<file path="config.mk">
export PLATFORM = sky130hd
export DESIGN_NAME = wcdc_top
export DESIGN_NICKNAME = d
export VERILOG_FILES = /design/src/hw/wcdc_pkg.sv /design/src/hw/wcdc_trip_scale.sv /design/src/hw/wcdc_top.sv
export SDC_FILE = /design/constraint.sdc
export NUM_CORES = 1
export LEC_CHECK = 0
export ABC_AREA = 1
export BUFFER_PORTS_ARGS = -buffer_cell sky130_fd_sc_hd__buf_2
export CAP_MARGIN = 5
export CORE_ASPECT_RATIO = 0.75
export CORE_MARGIN = 2
export CORE_UTILIZATION = 55
export DETAILED_ROUTE_END_ITERATION = 16
export PLACE_DENSITY = 0.75
export SLEW_MARGIN = 0
export SYNTH_ARGS = -nofsm -noshare
export SYNTH_HDL_FRONTEND = slang
export SYNTH_SLANG_ARGS = --single-unit
</file>
<file path="constraint.sdc">
create_clock -name clk_in -period 10.2 [get_ports clk_in]
set_clock_uncertainty 0.15 [all_clocks]
set_input_delay 0.51 -clock clk_in [delete_from_list [all_inputs] [get_ports clk_in]]
set_output_delay 0.51 -clock clk_in [all_outputs]
set_load 0.01 [all_outputs]
</file>
<file path="src/hw/wcdc_pkg.sv">
// Constants, types and timing for the winding chopper decay controller.
// Assumes a single 100 MHz clock shared by every user of this package.
// Behaviour
// - Trip reached ends drive, starts selected decay
// - After off time, drive the bridge again
// - Trip reference is sine level times torque scale
// - Torque code 0 is 100%, steps of 6.25%
// - Fast decay reverses the bridge after one dead cycle
// - Fast decay turns bridge off near zero
// - Slow decay turns on both low sides
// - Codes 0-3 pick slow/mixed/fast by direction
// - Codes 4-6 pick mixed or dynamic both ways
// - Decay selection resets to ripple control
// - Decay variant chosen by step direction
// - Full or non-circular half step uses decreasing
// - Slow decay extends while current above trip
// - Mixed: fast leading fraction, then slow
// - Off time 7/16/24/32 us, not ripple
// - Off time change applies after 10 us
// - Comparator blanked 1 us at drive start
package wcdc_pkg;

    localparam int unsigned CLK_PERIOD_NS = 10;

    // Off time choices in microseconds and cycles
    localparam int unsigned OFF_TIME_US_0 = 7;
    localparam int unsigned OFF_TIME_US_1 = 16;
    localparam int unsigned OFF_TIME_US_2 = 24;
    localparam int unsigned OFF_TIME_US_3 = 32;
    localparam logic [11:0] OFF_CYC_0 = 12'((OFF_TIME_US_0 * 1000) / CLK_PERIOD_NS);
    localparam logic [11:0] OFF_CYC_1 = 12'((OFF_TIME_US_1 * 1000) / CLK_PERIOD_NS);
    localparam logic [11:0] OFF_CYC_2 = 12'((OFF_TIME_US_2 * 1000) / CLK_PERIOD_NS);
    localparam logic [11:0] OFF_CYC_3 = 12'((OFF_TIME_US_3 * 1000) / CLK_PERIOD_NS);

    // Blanking and off time deglitch
    localparam int unsigned BLANK_NS = 1000;
    localparam logic [11:0] BLANK_CYC = 12'((BLANK_NS + CLK_PERIOD_NS - 1) / CLK_PERIOD_NS);
    localparam int unsigned DEGLITCH_US = 10;
    localparam logic [11:0] DEGLITCH_CYC = 12'((DEGLITCH_US * 1000 + CLK_PERIOD_NS - 1) / CLK_PERIOD_NS);

    // Decay selection codes
    localparam logic [2:0] DEC_SLOW_SLOW = 3'h0;
    localparam logic [2:0] DEC_MIX30_SLOW = 3'h1;
    localparam logic [2:0] DEC_SLOW_MIX60 = 3'h2;
    localparam logic [2:0] DEC_SLOW_FAST = 3'h3;
    localparam logic [2:0] DEC_MIX30_BOTH = 3'h4;
    localparam logic [2:0] DEC_MIX60_BOTH = 3'h5;
    localparam logic [2:0] DEC_DYNAMIC = 3'h6;
    localparam logic [2:0] DEC_RIPPLE = 3'h7;

    // Fast share of the off time, percent
    localparam logic [6:0] PCT_SLOW = 7'h00;
    localparam logic [6:0] PCT_MIX30 = 7'h1e;
    localparam logic [6:0] PCT_MIX60 = 7'h3c;
    localparam logic [6:0] PCT_FAST = 7'h64;

    // Reset values
    localparam logic [2:0] DECAY_RST = DEC_RIPPLE;
    localparam logic [1:0] OFF_SEL_RST = 2'h0;
    localparam logic [3:0] TORQUE_RST = 4'h0;

    // Torque scaling: level * (16 - code) / 16
    localparam logic [4:0] TRQ_STEPS = 5'h10;
    localparam int unsigned TRQ_SHIFT = 4;

    typedef enum logic [3:0] {
        ST_DRIVE = 4'b0001,
        ST_FAST = 4'b0010,
        ST_SLOW = 4'b0100,
        ST_RIPPLE = 4'b1000
    } wcdc_state_e;

    typedef struct packed {
        logic [2:0] decay_sel;
        logic [1:0] off_time_select;
        logic [3:0] torque_scale_code;
    } wcdc_cfg_s;

    typedef struct packed {
        logic hs_a;
        logic ls_a;
        logic hs_b;
        logic ls_b;
    } wcdc_gate_s;

    localparam wcdc_gate_s GATE_OFF = 4'h0;
    localparam wcdc_gate_s GATE_POS = 4'h9;
    localparam wcdc_gate_s GATE_NEG = 4'h6;
    localparam wcdc_gate_s GATE_SLOW = 4'h5;

endpackage

</file>
<file path="src/hw/wcdc_trip_scale.sv">
// Trip reference scaler: sine level times torque scalar, registered.
// Assumes level and code are stable registers on the same clock.
`timescale 1ns/1ps
module wcdc_trip_scale
    import wcdc_pkg::*;
(
    // Clock and reset
    input wire logic clk_in,
    input wire logic srst_in,
    // Operands
    input wire logic [7:0] level_in,
    input wire logic [3:0] code_in,
    // Scaled reference
    output logic [7:0] ref_out
);

    logic [7:0] next_ref;

    always_comb begin
        next_ref = 8'((16'(level_in) * 16'(TRQ_STEPS - {1'b0, code_in})) >> TRQ_SHIFT);
    end

    always_ff @(posedge clk_in) begin
        if (srst_in) begin
            ref_out <= 8'h00;
        end else begin
            ref_out <= next_ref;
        end
    end
endmodule

</file>
<file path="src/hw/wcdc_top.sv">
// Chopper and decay controller for one winding H-bridge.
// Assumes config, step inputs on clk_in; comparators arrive asynchronously.
`timescale 1ns/1ps
module wcdc_top
    import wcdc_pkg::*;
(
    // Clock and reset
    input wire logic clk_in,
    input wire logic srst_in,
    // Settings from the serial port logic
    input wire logic cfg_wr_in,
    input wire wcdc_cfg_s cfg_in,
    // Indexer step target
    input wire logic step_valid_in,
    input wire logic [7:0] sine_level_in,
    input wire logic winding_dir_in,
    input wire logic full_step_mode_in,
    // Analog comparators
    input wire logic trip_cmp_in,
    input wire logic zero_cmp_in,
    input wire logic valley_cmp_in,
    // Bridge and status
    output wcdc_gate_s gate_out,
    output logic [7:0] trip_ref_out,
    output wcdc_state_e phase_out,
    output logic step_rising_out
);

    // Comparator synchronisers
    logic [2:0] cmp_raw;
    logic [2:0] sync_a;
    logic [2:0] sync_b;
    logic trip_s;
    logic zero_s;
    logic valley_s;

    assign cmp_raw = {valley_cmp_in, zero_cmp_in, trip_cmp_in};

    generate
        for (genvar i = 0; i < 3; i++) begin : g_sync
            always_ff @(posedge clk_in) begin
                if (srst_in) begin
                    sync_a[i] <= 1'b0;
                    sync_b[i] <= 1'b0;
                end else begin
                    sync_a[i] <= cmp_raw[i];
                    sync_b[i] <= sync_a[i];
                end
            end
        end
    endgenerate

    assign trip_s = sync_b[0];
    assign zero_s = sync_b[1];
    assign valley_s = sync_b[2];

    // Settings and off time deglitch
    wcdc_cfg_s cfg;
    wcdc_cfg_s next_cfg;
    logic [1:0] off_sel_act;
    logic [1:0] next_off_sel_act;
    logic [11:0] dg_cnt;
    logic [11:0] next_dg_cnt;

    always_comb begin
        next_cfg = cfg_wr_in ? cfg_in : cfg;
        next_off_sel_act = off_sel_act;
        next_dg_cnt = 12'h000;
        if (cfg.off_time_select != off_sel_act) begin
            if (dg_cnt >= DEGLITCH_CYC - 12'h001) begin
                next_off_sel_act = cfg.off_time_select;
            end else begin
                next_dg_cnt = dg_cnt + 12'h001;
            end
        end
    end

    always_ff @(posedge clk_in) begin
        if (srst_in) begin
            cfg <= {DECAY_RST, OFF_SEL_RST, TORQUE_RST};
            off_sel_act <= OFF_SEL_RST;
            dg_cnt <= 12'h000;
        end else begin
            cfg <= next_cfg;
            off_sel_act <= next_off_sel_act;
            dg_cnt <= next_dg_cnt;
        end
    end

    // Step target and direction classification
    logic [7:0] level;
    logic [7:0] next_level;
    logic dir;
    logic next_dir;
    logic next_rising;

    always_comb begin
        next_level = level;
        next_dir = dir;
        next_rising = step_rising_out;
        if (step_valid_in) begin
            next_level = sine_level_in;
            next_dir = winding_dir_in;
            if (sine_level_in > level) begin
                next_rising = 1'b1;
            end else if (sine_level_in < level) begin
                next_rising = 1'b0;
            end
        end
    end

    always_ff @(posedge clk_in) begin
        if (srst_in) begin
            level <= 8'h00;
            dir <= 1'b1;
            step_rising_out <= 1'b1;
        end else begin
            level <= next_level;
            dir <= next_dir;
            step_rising_out <= next_rising;
        end
    end

    wcdc_trip_scale u_scale (
        .clk_in(clk_in),
        .srst_in(srst_in),
        .level_in(level),
        .code_in(cfg.torque_scale_code),
        .ref_out(trip_ref_out)
    );

    // Decay scheme for the coming off time
    logic use_dec;
    logic [6:0] fast_pct;
    logic ripple_sel;
    logic [11:0] off_len;
    logic [11:0] fast_cyc;

    always_comb begin
        use_dec = full_step_mode_in | ~step_rising_out;
        fast_pct = PCT_SLOW;
        ripple_sel = 1'b0;
        case (cfg.decay_sel)
            DEC_SLOW_SLOW: fast_pct = PCT_SLOW;
            DEC_MIX30_SLOW: fast_pct = use_dec ? PCT_SLOW : PCT_MIX30;
            DEC_SLOW_MIX60: fast_pct = use_dec ? PCT_MIX60 : PCT_SLOW;
            DEC_SLOW_FAST: fast_pct = use_dec ? PCT_FAST : PCT_SLOW;
            DEC_MIX30_BOTH: fast_pct = PCT_MIX30;
            DEC_MIX60_BOTH: fast_pct = PCT_MIX60;
            DEC_DYNAMIC: fast_pct = use_dec ? PCT_FAST : PCT_MIX30;
            default: ripple_sel = 1'b1;
        endcase
        case (off_sel_act)
            2'h0: off_len = OFF_CYC_0;
            2'h1: off_len = OFF_CYC_1;
            2'h2: off_len = OFF_CYC_2;
            default: off_len = OFF_CYC_3;
        endcase
        fast_cyc = 12'((32'(off_len) * 32'(fast_pct)) / 32'(PCT_FAST));
    end

    // Chopping state machine
    wcdc_state_e state;
    wcdc_state_e next_state;
    logic [11:0] tmr;
    logic [11:0] next_tmr;
    logic [11:0] fast_len;
    logic [11:0] next_fast_len;
    logic zero_hit;
    logic next_zero_hit;

    always_comb begin
        next_state = state;
        next_tmr = tmr;
        next_fast_len = fast_len;
        next_zero_hit = zero_hit;
        case (state)
            ST_DRIVE: begin
                if (tmr < BLANK_CYC) begin
                    next_tmr = tmr + 12'h001;
                end else if (trip_s) begin
                    next_tmr = 12'h000;
                    next_zero_hit = 1'b0;
                    next_fast_len = fast_cyc;
                    if (ripple_sel) begin
                        next_state = ST_RIPPLE;
                    end else if (fast_cyc != 12'h000) begin
                        next_state = ST_FAST;
                    end else begin
                        next_state = ST_SLOW;
                    end
                end
            end
            ST_FAST: begin
                next_tmr = tmr + 12'h001;
                if (zero_s) begin
                    next_zero_hit = 1'b1;
                end
                if (tmr >= fast_len - 12'h001) begin
                    if (fast_len >= off_len) begin
                        next_state = ST_DRIVE;
                        next_tmr = 12'h000;
                    end else begin
                        next_state = ST_SLOW;
                    end
                end
            end
            ST_SLOW: begin
                if (tmr >= off_len - 12'h001) begin
                    next_tmr = 12'h000;
                    if (!trip_s) begin
                        next_state = ST_DRIVE;
                    end
                end else begin
                    next_tmr = tmr + 12'h001;
                end
            end
            ST_RIPPLE: begin
                if (valley_s) begin
                    next_state = ST_DRIVE;
                    next_tmr = 12'h000;
                end
            end
            default: begin
                next_state = ST_DRIVE;
                next_tmr = 12'h000;
            end
        endcase
    end

    always_ff @(posedge clk_in) begin
        if (srst_in) begin
            state <= ST_DRIVE;
            tmr <= 12'h000;
            fast_len <= 12'h000;
            zero_hit <= 1'b0;
        end else begin
            state <= next_state;
            tmr <= next_tmr;
            fast_len <= next_fast_len;
            zero_hit <= next_zero_hit;
        end
    end

    assign phase_out = state;

    // Bridge gates with break before make
    wcdc_gate_s want_gate;
    wcdc_gate_s next_gate;

    always_comb begin
        case (state)
            ST_DRIVE: want_gate = dir ? GATE_POS : GATE_NEG;
            ST_FAST: want_gate = zero_hit ? GATE_OFF : (dir ? GATE_NEG : GATE_POS);
            ST_SLOW: want_gate = GATE_SLOW;
            ST_RIPPLE: want_gate = GATE_SLOW;
            default: want_gate = GATE_OFF;
        endcase
        next_gate = want_gate;
        if (gate_out != GATE_OFF && want_gate != gate_out) begin
            next_gate = GATE_OFF;
        end
    end

    always_ff @(posedge clk_in) begin
        if (srst_in) begin
            gate_out <= GATE_OFF;
        end else begin
            gate_out <= next_gate;
        end
    end
endmodule

</file>
== After elaboration in Yosys (flattened, before gate mapping) ==
Index checks and enable logic that the tools add are counted.

* RAM bits: 0
* Register bits after elaboration: 80
* Logic and storage cells: 114
* Bits in read-only memories: 0
* Memories: 0
* Bits of input ports: 26
* Bits in latches: 0

* Reduce and logical (&&, ||, !) cells: 17
* Muxes and demuxes: 33
* $mul: 2
* $add $sub $neg: 5
* Divide/modulo/power cells: 1
* Shift operators: 0
* Bitwise gates (word level): 4
* Magnitude comparators: 7
* Equal/unequal tests: 22

{| class="wikitable"
|+ Operators with widths
! cell !! number
|-
| 12-bit 2-to-1 mux || 6
|-
| 12-bit case mux with 4 select lines || 1
|-
| 7-bit case mux with 6 select lines || 1
|-
| 4-bit 2-to-1 mux || 10
|-
| 12-bit >= comparator || 3
|-
| 12-bit case mux with 3 select lines || 1
|-
| 19-bit by 7-bit divider with 32-bit output, second input constant || 1
|-
| 12-bit by 1-bit adder with 12-bit output, second input constant || 2
|-
| 12-bit by 1-bit subtractor with 12-bit output, second input constant || 2
|-
| 12-bit by 7-bit multiplier with 19-bit output || 1
|-
| 8-bit by 16-bit multiplier with 12-bit output || 1
|-
| 4-bit case mux with 4 select lines || 1
|-
| 7-bit 2-to-1 mux || 2
|-
| 2-bit != test, second input constant || 7
|-
| 12-bit by 10-bit >= comparator with 1-bit output, second input constant || 1
|-
| 12-bit by 7-bit < comparator with 1-bit output, second input constant || 1
|-
| 4-bit case mux with 3 select lines || 1
|-
| 12-bit nonzero test || 1
|-
| 3-bit equality test, second input constant || 3
|-
| 8-bit > comparator || 1
|-
| 8-bit < comparator || 1
|-
| 7-bit OR reduction || 1
|-
| 3-bit by 2-bit equality test with 1-bit output, second input constant || 2
|-
| 3-bit 2-to-1 mux || 2
|-
| other kinds (28) || 38
|}

== Longest topological paths before layout ==
* Depth after elaboration: 12
* Mapped depth: 96
* Mapped depth without buffers: 96

== Cells and area by module ==
From an unflattened synthesis, not the netlist that was laid out.

* Cells, all modules: 1,466
* Area total of the unflattened synthesis: 9,880.7 µm²

{| class="wikitable"
|+ Modules (own cells, without submodules)
! module !! times used !! cells each !! area each (µm²) !! seq. area each (µm²)
|-
| wcdc_top || 1 || 1,255 || 8,381.8 || 1,441.4
|-
| wcdc_trip_scale || 1 || 211 || 1,498.9 || 160.2
|}

== Least setup slack after synthesis ==
OpenSTA, ideal clock, no wires.

* Path type: reg2reg
* Start: reg off_sel_act[0]
* End: reg fast_len[0]
* Setup slack: 0.223 ns
* Library setup time: 0.115 ns
* Data required time: 9.935 ns
* Arrival: 9.712 ns
* Path buffers: 0
* Clock period less this slack: 9.977 ns
* Stages on the path, launching flop included: 82
* Cell sequence: dfxtp_1 > inv_1 > ha_1 > clkinv_1 > a21oi_1 > inv_1 > nor2_1 > inv_1 > fa_1 > fa_1 > inv_1 > fa_1 > ha_1 > inv_1 > fa_1 > inv_1 > nand2_1 > nand2_1 > [... 46 more ...] > nand2_2 > nand2_1 > nand2_2 > nand2_1 > nand2_1 > nand2_1 > inv_1 > ha_1 > inv_1 > nand4_1 > nand2_2 > nand3_4 > nand2_1 > nand3_1 > nor2_2 > nand3_1 > o211ai_1 > inv_2

* Longest elaborated chain between the ends: 4
* Elaborated cells between the ends (all ways): 6

{| class="wikitable"
|+ RTL lines
! item !! line !! source
|-
| start, declared || wcdc_top.sv:60 || <nowiki>logic [1:0] off_sel_act;</nowiki>
|-
| start signal, assigned || wcdc_top.sv:85 || <nowiki>off_sel_act <= next_off_sel_act;</nowiki>
|-
| 2-bit equality test (tied with other cells) || wcdc_top.sv:153 || <nowiki>case (off_sel_act)</nowiki>
|-
| 12-bit case mux with 3 select lines (*) || wcdc_top.sv:153 ||
|-
| 12-bit by 7-bit multiplier with 19-bit output (*) || wcdc_top.sv:159 || <nowiki>fast_cyc = 12'((32'(off_len) * 32'(fast_pct)) / 32'(PCT_FAST));</nowiki>
|-
| 19-bit by 7-bit divider with 32-bit output (*) || wcdc_top.sv:159 ||
|-
| end signal, assigned || wcdc_top.sv:240 || <nowiki>fast_len <= next_fast_len;</nowiki>
|-
| end, declared || wcdc_top.sv:167 || <nowiki>logic [11:0] fast_len;</nowiki>
|}

Mark *: on every way between the ends. The rest lies on a longest branch, timed or not.
A chain may end at the register's enable or synchronous reset.

== Worst setup path in the final report ==
* Start: reg step_rising_out
* End: reg state[1], in the netlist phase_out[1]

* Longest elaborated chain between the ends: 12
* Elaborated cells between the ends (all ways): 15

{| class="wikitable"
|+ RTL lines
! item !! line !! source
|-
| start, declared || wcdc_top.sv:26 || <nowiki>output logic step_rising_out</nowiki>
|-
| start signal, assigned || wcdc_top.sv:120 || <nowiki>step_rising_out <= next_rising;</nowiki>
|-
| 1-bit NOT (*) || wcdc_top.sv:140 || <nowiki>use_dec = full_step_mode_in | ~step_rising_out;</nowiki>
|-
| 1-bit OR (*) || wcdc_top.sv:140 ||
|-
| 7-bit 2-to-1 mux (tied with other cells) || wcdc_top.sv:150 || <nowiki>DEC_DYNAMIC: fast_pct = use_dec ? PCT_FAST : PCT_MIX30;</nowiki>
|-
| 7-bit case mux with 6 select lines (*) || wcdc_top.sv:143 || <nowiki>case (cfg.decay_sel)</nowiki>
|-
| 12-bit by 7-bit multiplier with 19-bit output (*) || wcdc_top.sv:159 ||
|-
| 19-bit by 7-bit divider with 32-bit output (*) || wcdc_top.sv:159 ||
|-
| 12-bit nonzero test (*) || wcdc_top.sv:187 || <nowiki>end else if (fast_cyc != 12'h000) begin</nowiki>
|-
| 3-bit 2-to-1 mux (*) || wcdc_top.sv:187 ||
|-
| 4-bit 2-to-1 mux (*) || wcdc_top.sv:185 || <nowiki>if (ripple_sel) begin</nowiki>
|-
| 4-bit 2-to-1 mux (*) || wcdc_top.sv:181 || <nowiki>end else if (trip_s) begin</nowiki>
|-
| 4-bit 2-to-1 mux (*) || wcdc_top.sv:179 || <nowiki>if (tmr < BLANK_CYC) begin</nowiki>
|-
| 4-bit case mux with 4 select lines (*) || wcdc_top.sv:177 || <nowiki>case (state)</nowiki>
|-
| end signal, assigned || wcdc_top.sv:238 || <nowiki>state <= next_state;</nowiki>
|-
| end, declared || wcdc_top.sv:163 || <nowiki>wcdc_state_e state;</nowiki>
|}

Mark *: on every way between the ends. The rest lies on a longest branch, timed or not. The select of a mux whose other input is x is not followed.

==> flow_summary.yaml <==
outcome:
  outcome: "finished with violations"
  violations: "negative setup slack"
placed_design:
  io_buffer_count: 42
  gp_congestion: 0.897
  dp_hpwl_mm: 19.6
route:
  wl_mm: 35.7
  drt_iter0_markers: 1206
  wl_per_cell_um: 18.1
  firstDrtPassIters: 9
  vias: 11346
  drtAntennaViolNets: 0
  drc_errors: 0
  via_per_inst: 5.76
worst_hold_path:
  worstHoldPathType: "in -> reg"
layout:
  seqCellArea_um2: 1610
  multi_input_area_um2: 8300
  syn_to_final_growth_pct: 39.6
  nFillCells: 1072
  final_cell_mix: "238 x inv_1, 235 x nand2_1, 217 x buf_4"
  final_common_cell: "inv_1"
  antenna-diode-count: 0
  nets: 1912
  drive_above_1_share_pct: 34.7
cts:
  cts.sinks: 80
  clock_path_buffers: 2
  cts_hold_buf: 0
  worst_setup_hold_path_clk_slew_ps: 60
  cts-root-buf: "clkbuf_16"
  numCtsBuffers: 9
  cts_tree: "built"
  htree_num_levels: 3
  clk_latency_ps: 360
synthesis:
  ys_seq_area_share_pct: 16.5
  yosys_warnings: 0
  synth_area_per_cell_um2: 6.69
  synth_cells: 1455
  synthDistinctLibCells: 49
  netlist_area_um2: 9730
  synth_seq_cells: 80
timing:
  rsz0062_at_grt: "true"
  post-route-period-util_pct: 111
  setup_ws_ps: -1100
  max_freq_ghz: 0.0885
  max-slew-margin-rel_pct: 35.2
  drv_slew: 0
  layout_min_cycle_time_ps: 11300
  setup_violations: 5
  hold_viol_final: 0
  tightest_slew_ps: 972
  setup_tns_ps: -4210
worst_setup_path:
  slowest_delay_ps: 610
  cp_max_fo: 7
  cp_slowest_cell: "fa_1"
  critPathLaunchType: "flop"
  crit_required_ps: 10250
  crit_path_frequent_cell: "nand2_4"
  critPathArrivalTime_ps: 11350
  crit_path_end_kind: "flop"
  path_class: "reg -> reg"
global_routing:
  grt.total_usage_pct: 30.5
  grt_pass1_wl_mm: 46.8
  grt_remaining_overflow: 0
  grt_antenna_before_repair: 1
  grt_max_degree: 37
  grt_pass1_vias: 9907
floorplanning:
  io_pins: 43
  start_util_pct: 55.6
  die_y_um: 119
  dieWidth_um: 158
  fp.dieArea_um2: 18800
  row_count: 42
  core_um2: 17500
job:
  cap_violations: 0
area by class of cell:
type | instances | share of cell area [%]
clock buffer | 9 | 1.66
clock inverter | 7 | 0.783
inverter | 289 | 8.11
multi-input combinational | 1074 | 61.1
sequential | 80 | 11.9
tap | 242 | 2.23
timing repair buffer | 268 | 14.3
worst max-delay path: cells and delay by family, from the launching register on:
family / cells / cell delay [ps]
fa+ha+maj: 5 / 2390
flops: 1 / 330
compound gates: 7 / 1150
simple gates: 53 / 5660
buf+inv: 13 / 1460
Yosys cell counts, drive strengths merged:
master | instances | area [µm²]
xnor2 | 14 | 123
xor2 | 30 | 263
clkbuf | 13 | 48.8
ha | 118 | 1480
nand4 | 27 | 221
o31ai | 1 | 7.51
a311oi | 1 | 8.76
or2 | 4 | 25.0
nand2 | 368 | 1570
fa | 46 | 921
a2111oi | 1 | 8.76
and3 | 1 | 6.26
nor3 | 12 | 60.1
nor3b | 3 | 22.5
a211oi | 1 | 7.51
o21a | 7 | 52.6
dfxtp | 80 | 1600
inv | 284 | 1070
nand3b | 5 | 37.5
o2111ai | 1 | 8.76
nor2 | 142 | 606
nor4 | 9 | 56.3
and2 | 1 | 6.26
o21ai | 68 | 344
o211ai | 10 | 75.1
nand3 | 105 | 563
conb | 1 | 3.75
o2bb2ai | 1 | 8.76
o21bai | 3 | 22.5
a21o | 1 | 7.51
a21boi | 2 | 15.0
a21oi | 88 | 448
clkinv | 5 | 20.0
o41ai | 1 | 8.76
o221ai | 1 | 8.76
metrics by stage:
step | instances | utilization (%) | hold slack (ps) | cell area [µm²] | setup slack, ps
3_3_place_gp | 1874 | 64.6 | 247 | 11300 | -397
2_1_floorplan | 1456 | - | 238 | 9740 | 223
6_report | 1969 | 77.6 | 209 | 13600 | -1100
3_5_place_dp | 1874 | 64.6 | 242 | 11300 | -707
5_1_grt | 1969 | 77.6 | 223 | 13600 | -1590
4_1_cts | 1948 | 71.9 | 213 | 12600 | 1.44
flip-flops by register name, summed over array words and instances, names as in the netlist:
| name | count |
|---|---|
| off_sel_act | 2 |
| fast_len | 12 |
| zero_hit | 1 |
| valley_s | 1 |
| level | 8 |
| cfg | 9 |
| gate_out | 4 |
| u_scale.ref_out | 8 |
| phase_out | 4 |
| trip_s | 1 |
| sync_a | 3 |
| dir | 1 |
| step_rising_out | 1 |
| zero_s | 1 |
| tmr | 12 |
| dg_cnt | 12 |
per-layer routing:
metal	global-route usage, %	routed length (µm)
met1	42.9	13800
met3	5.49	3420
met2	47.9	16000
met5	0	14
met4	8.52	2450
path summary, 6_finish.rpt:
check | start | end | slack [ps] | cells after the start
worst min register to register | sync_a[1] | zero_s | 250 | 2
worst max-delay path | step_rising_out | phase_out[1] | -1100 | 78
worst min-delay path | trip_cmp_in | sync_a[0] | 210 | 3
worst max register to register | step_rising_out | phase_out[1] | -1100 | 78
timing repair:
action,4_1_cts,5_1_grt
setup buffers,58,22
pin swaps,77,106
resized for setup,122,202
setup endpoints to repair,4,5
cells by family (layout without fill, tap and decap cells):
logic type,after synthesis,in the layout,share of synthesized area (%)
compound gates,187,187,10.6
flops,80,80,16.5
fa+ha+maj,164,164,24.6
other cells,1,2,0.0385
buf+inv,302,573,11.7
xor+xnor,44,44,3.96
simple gates,677,677,32.7
Power is not shown: default switching activity piles up to over one toggle a cycle in this logic, so the estimate is an artifact.
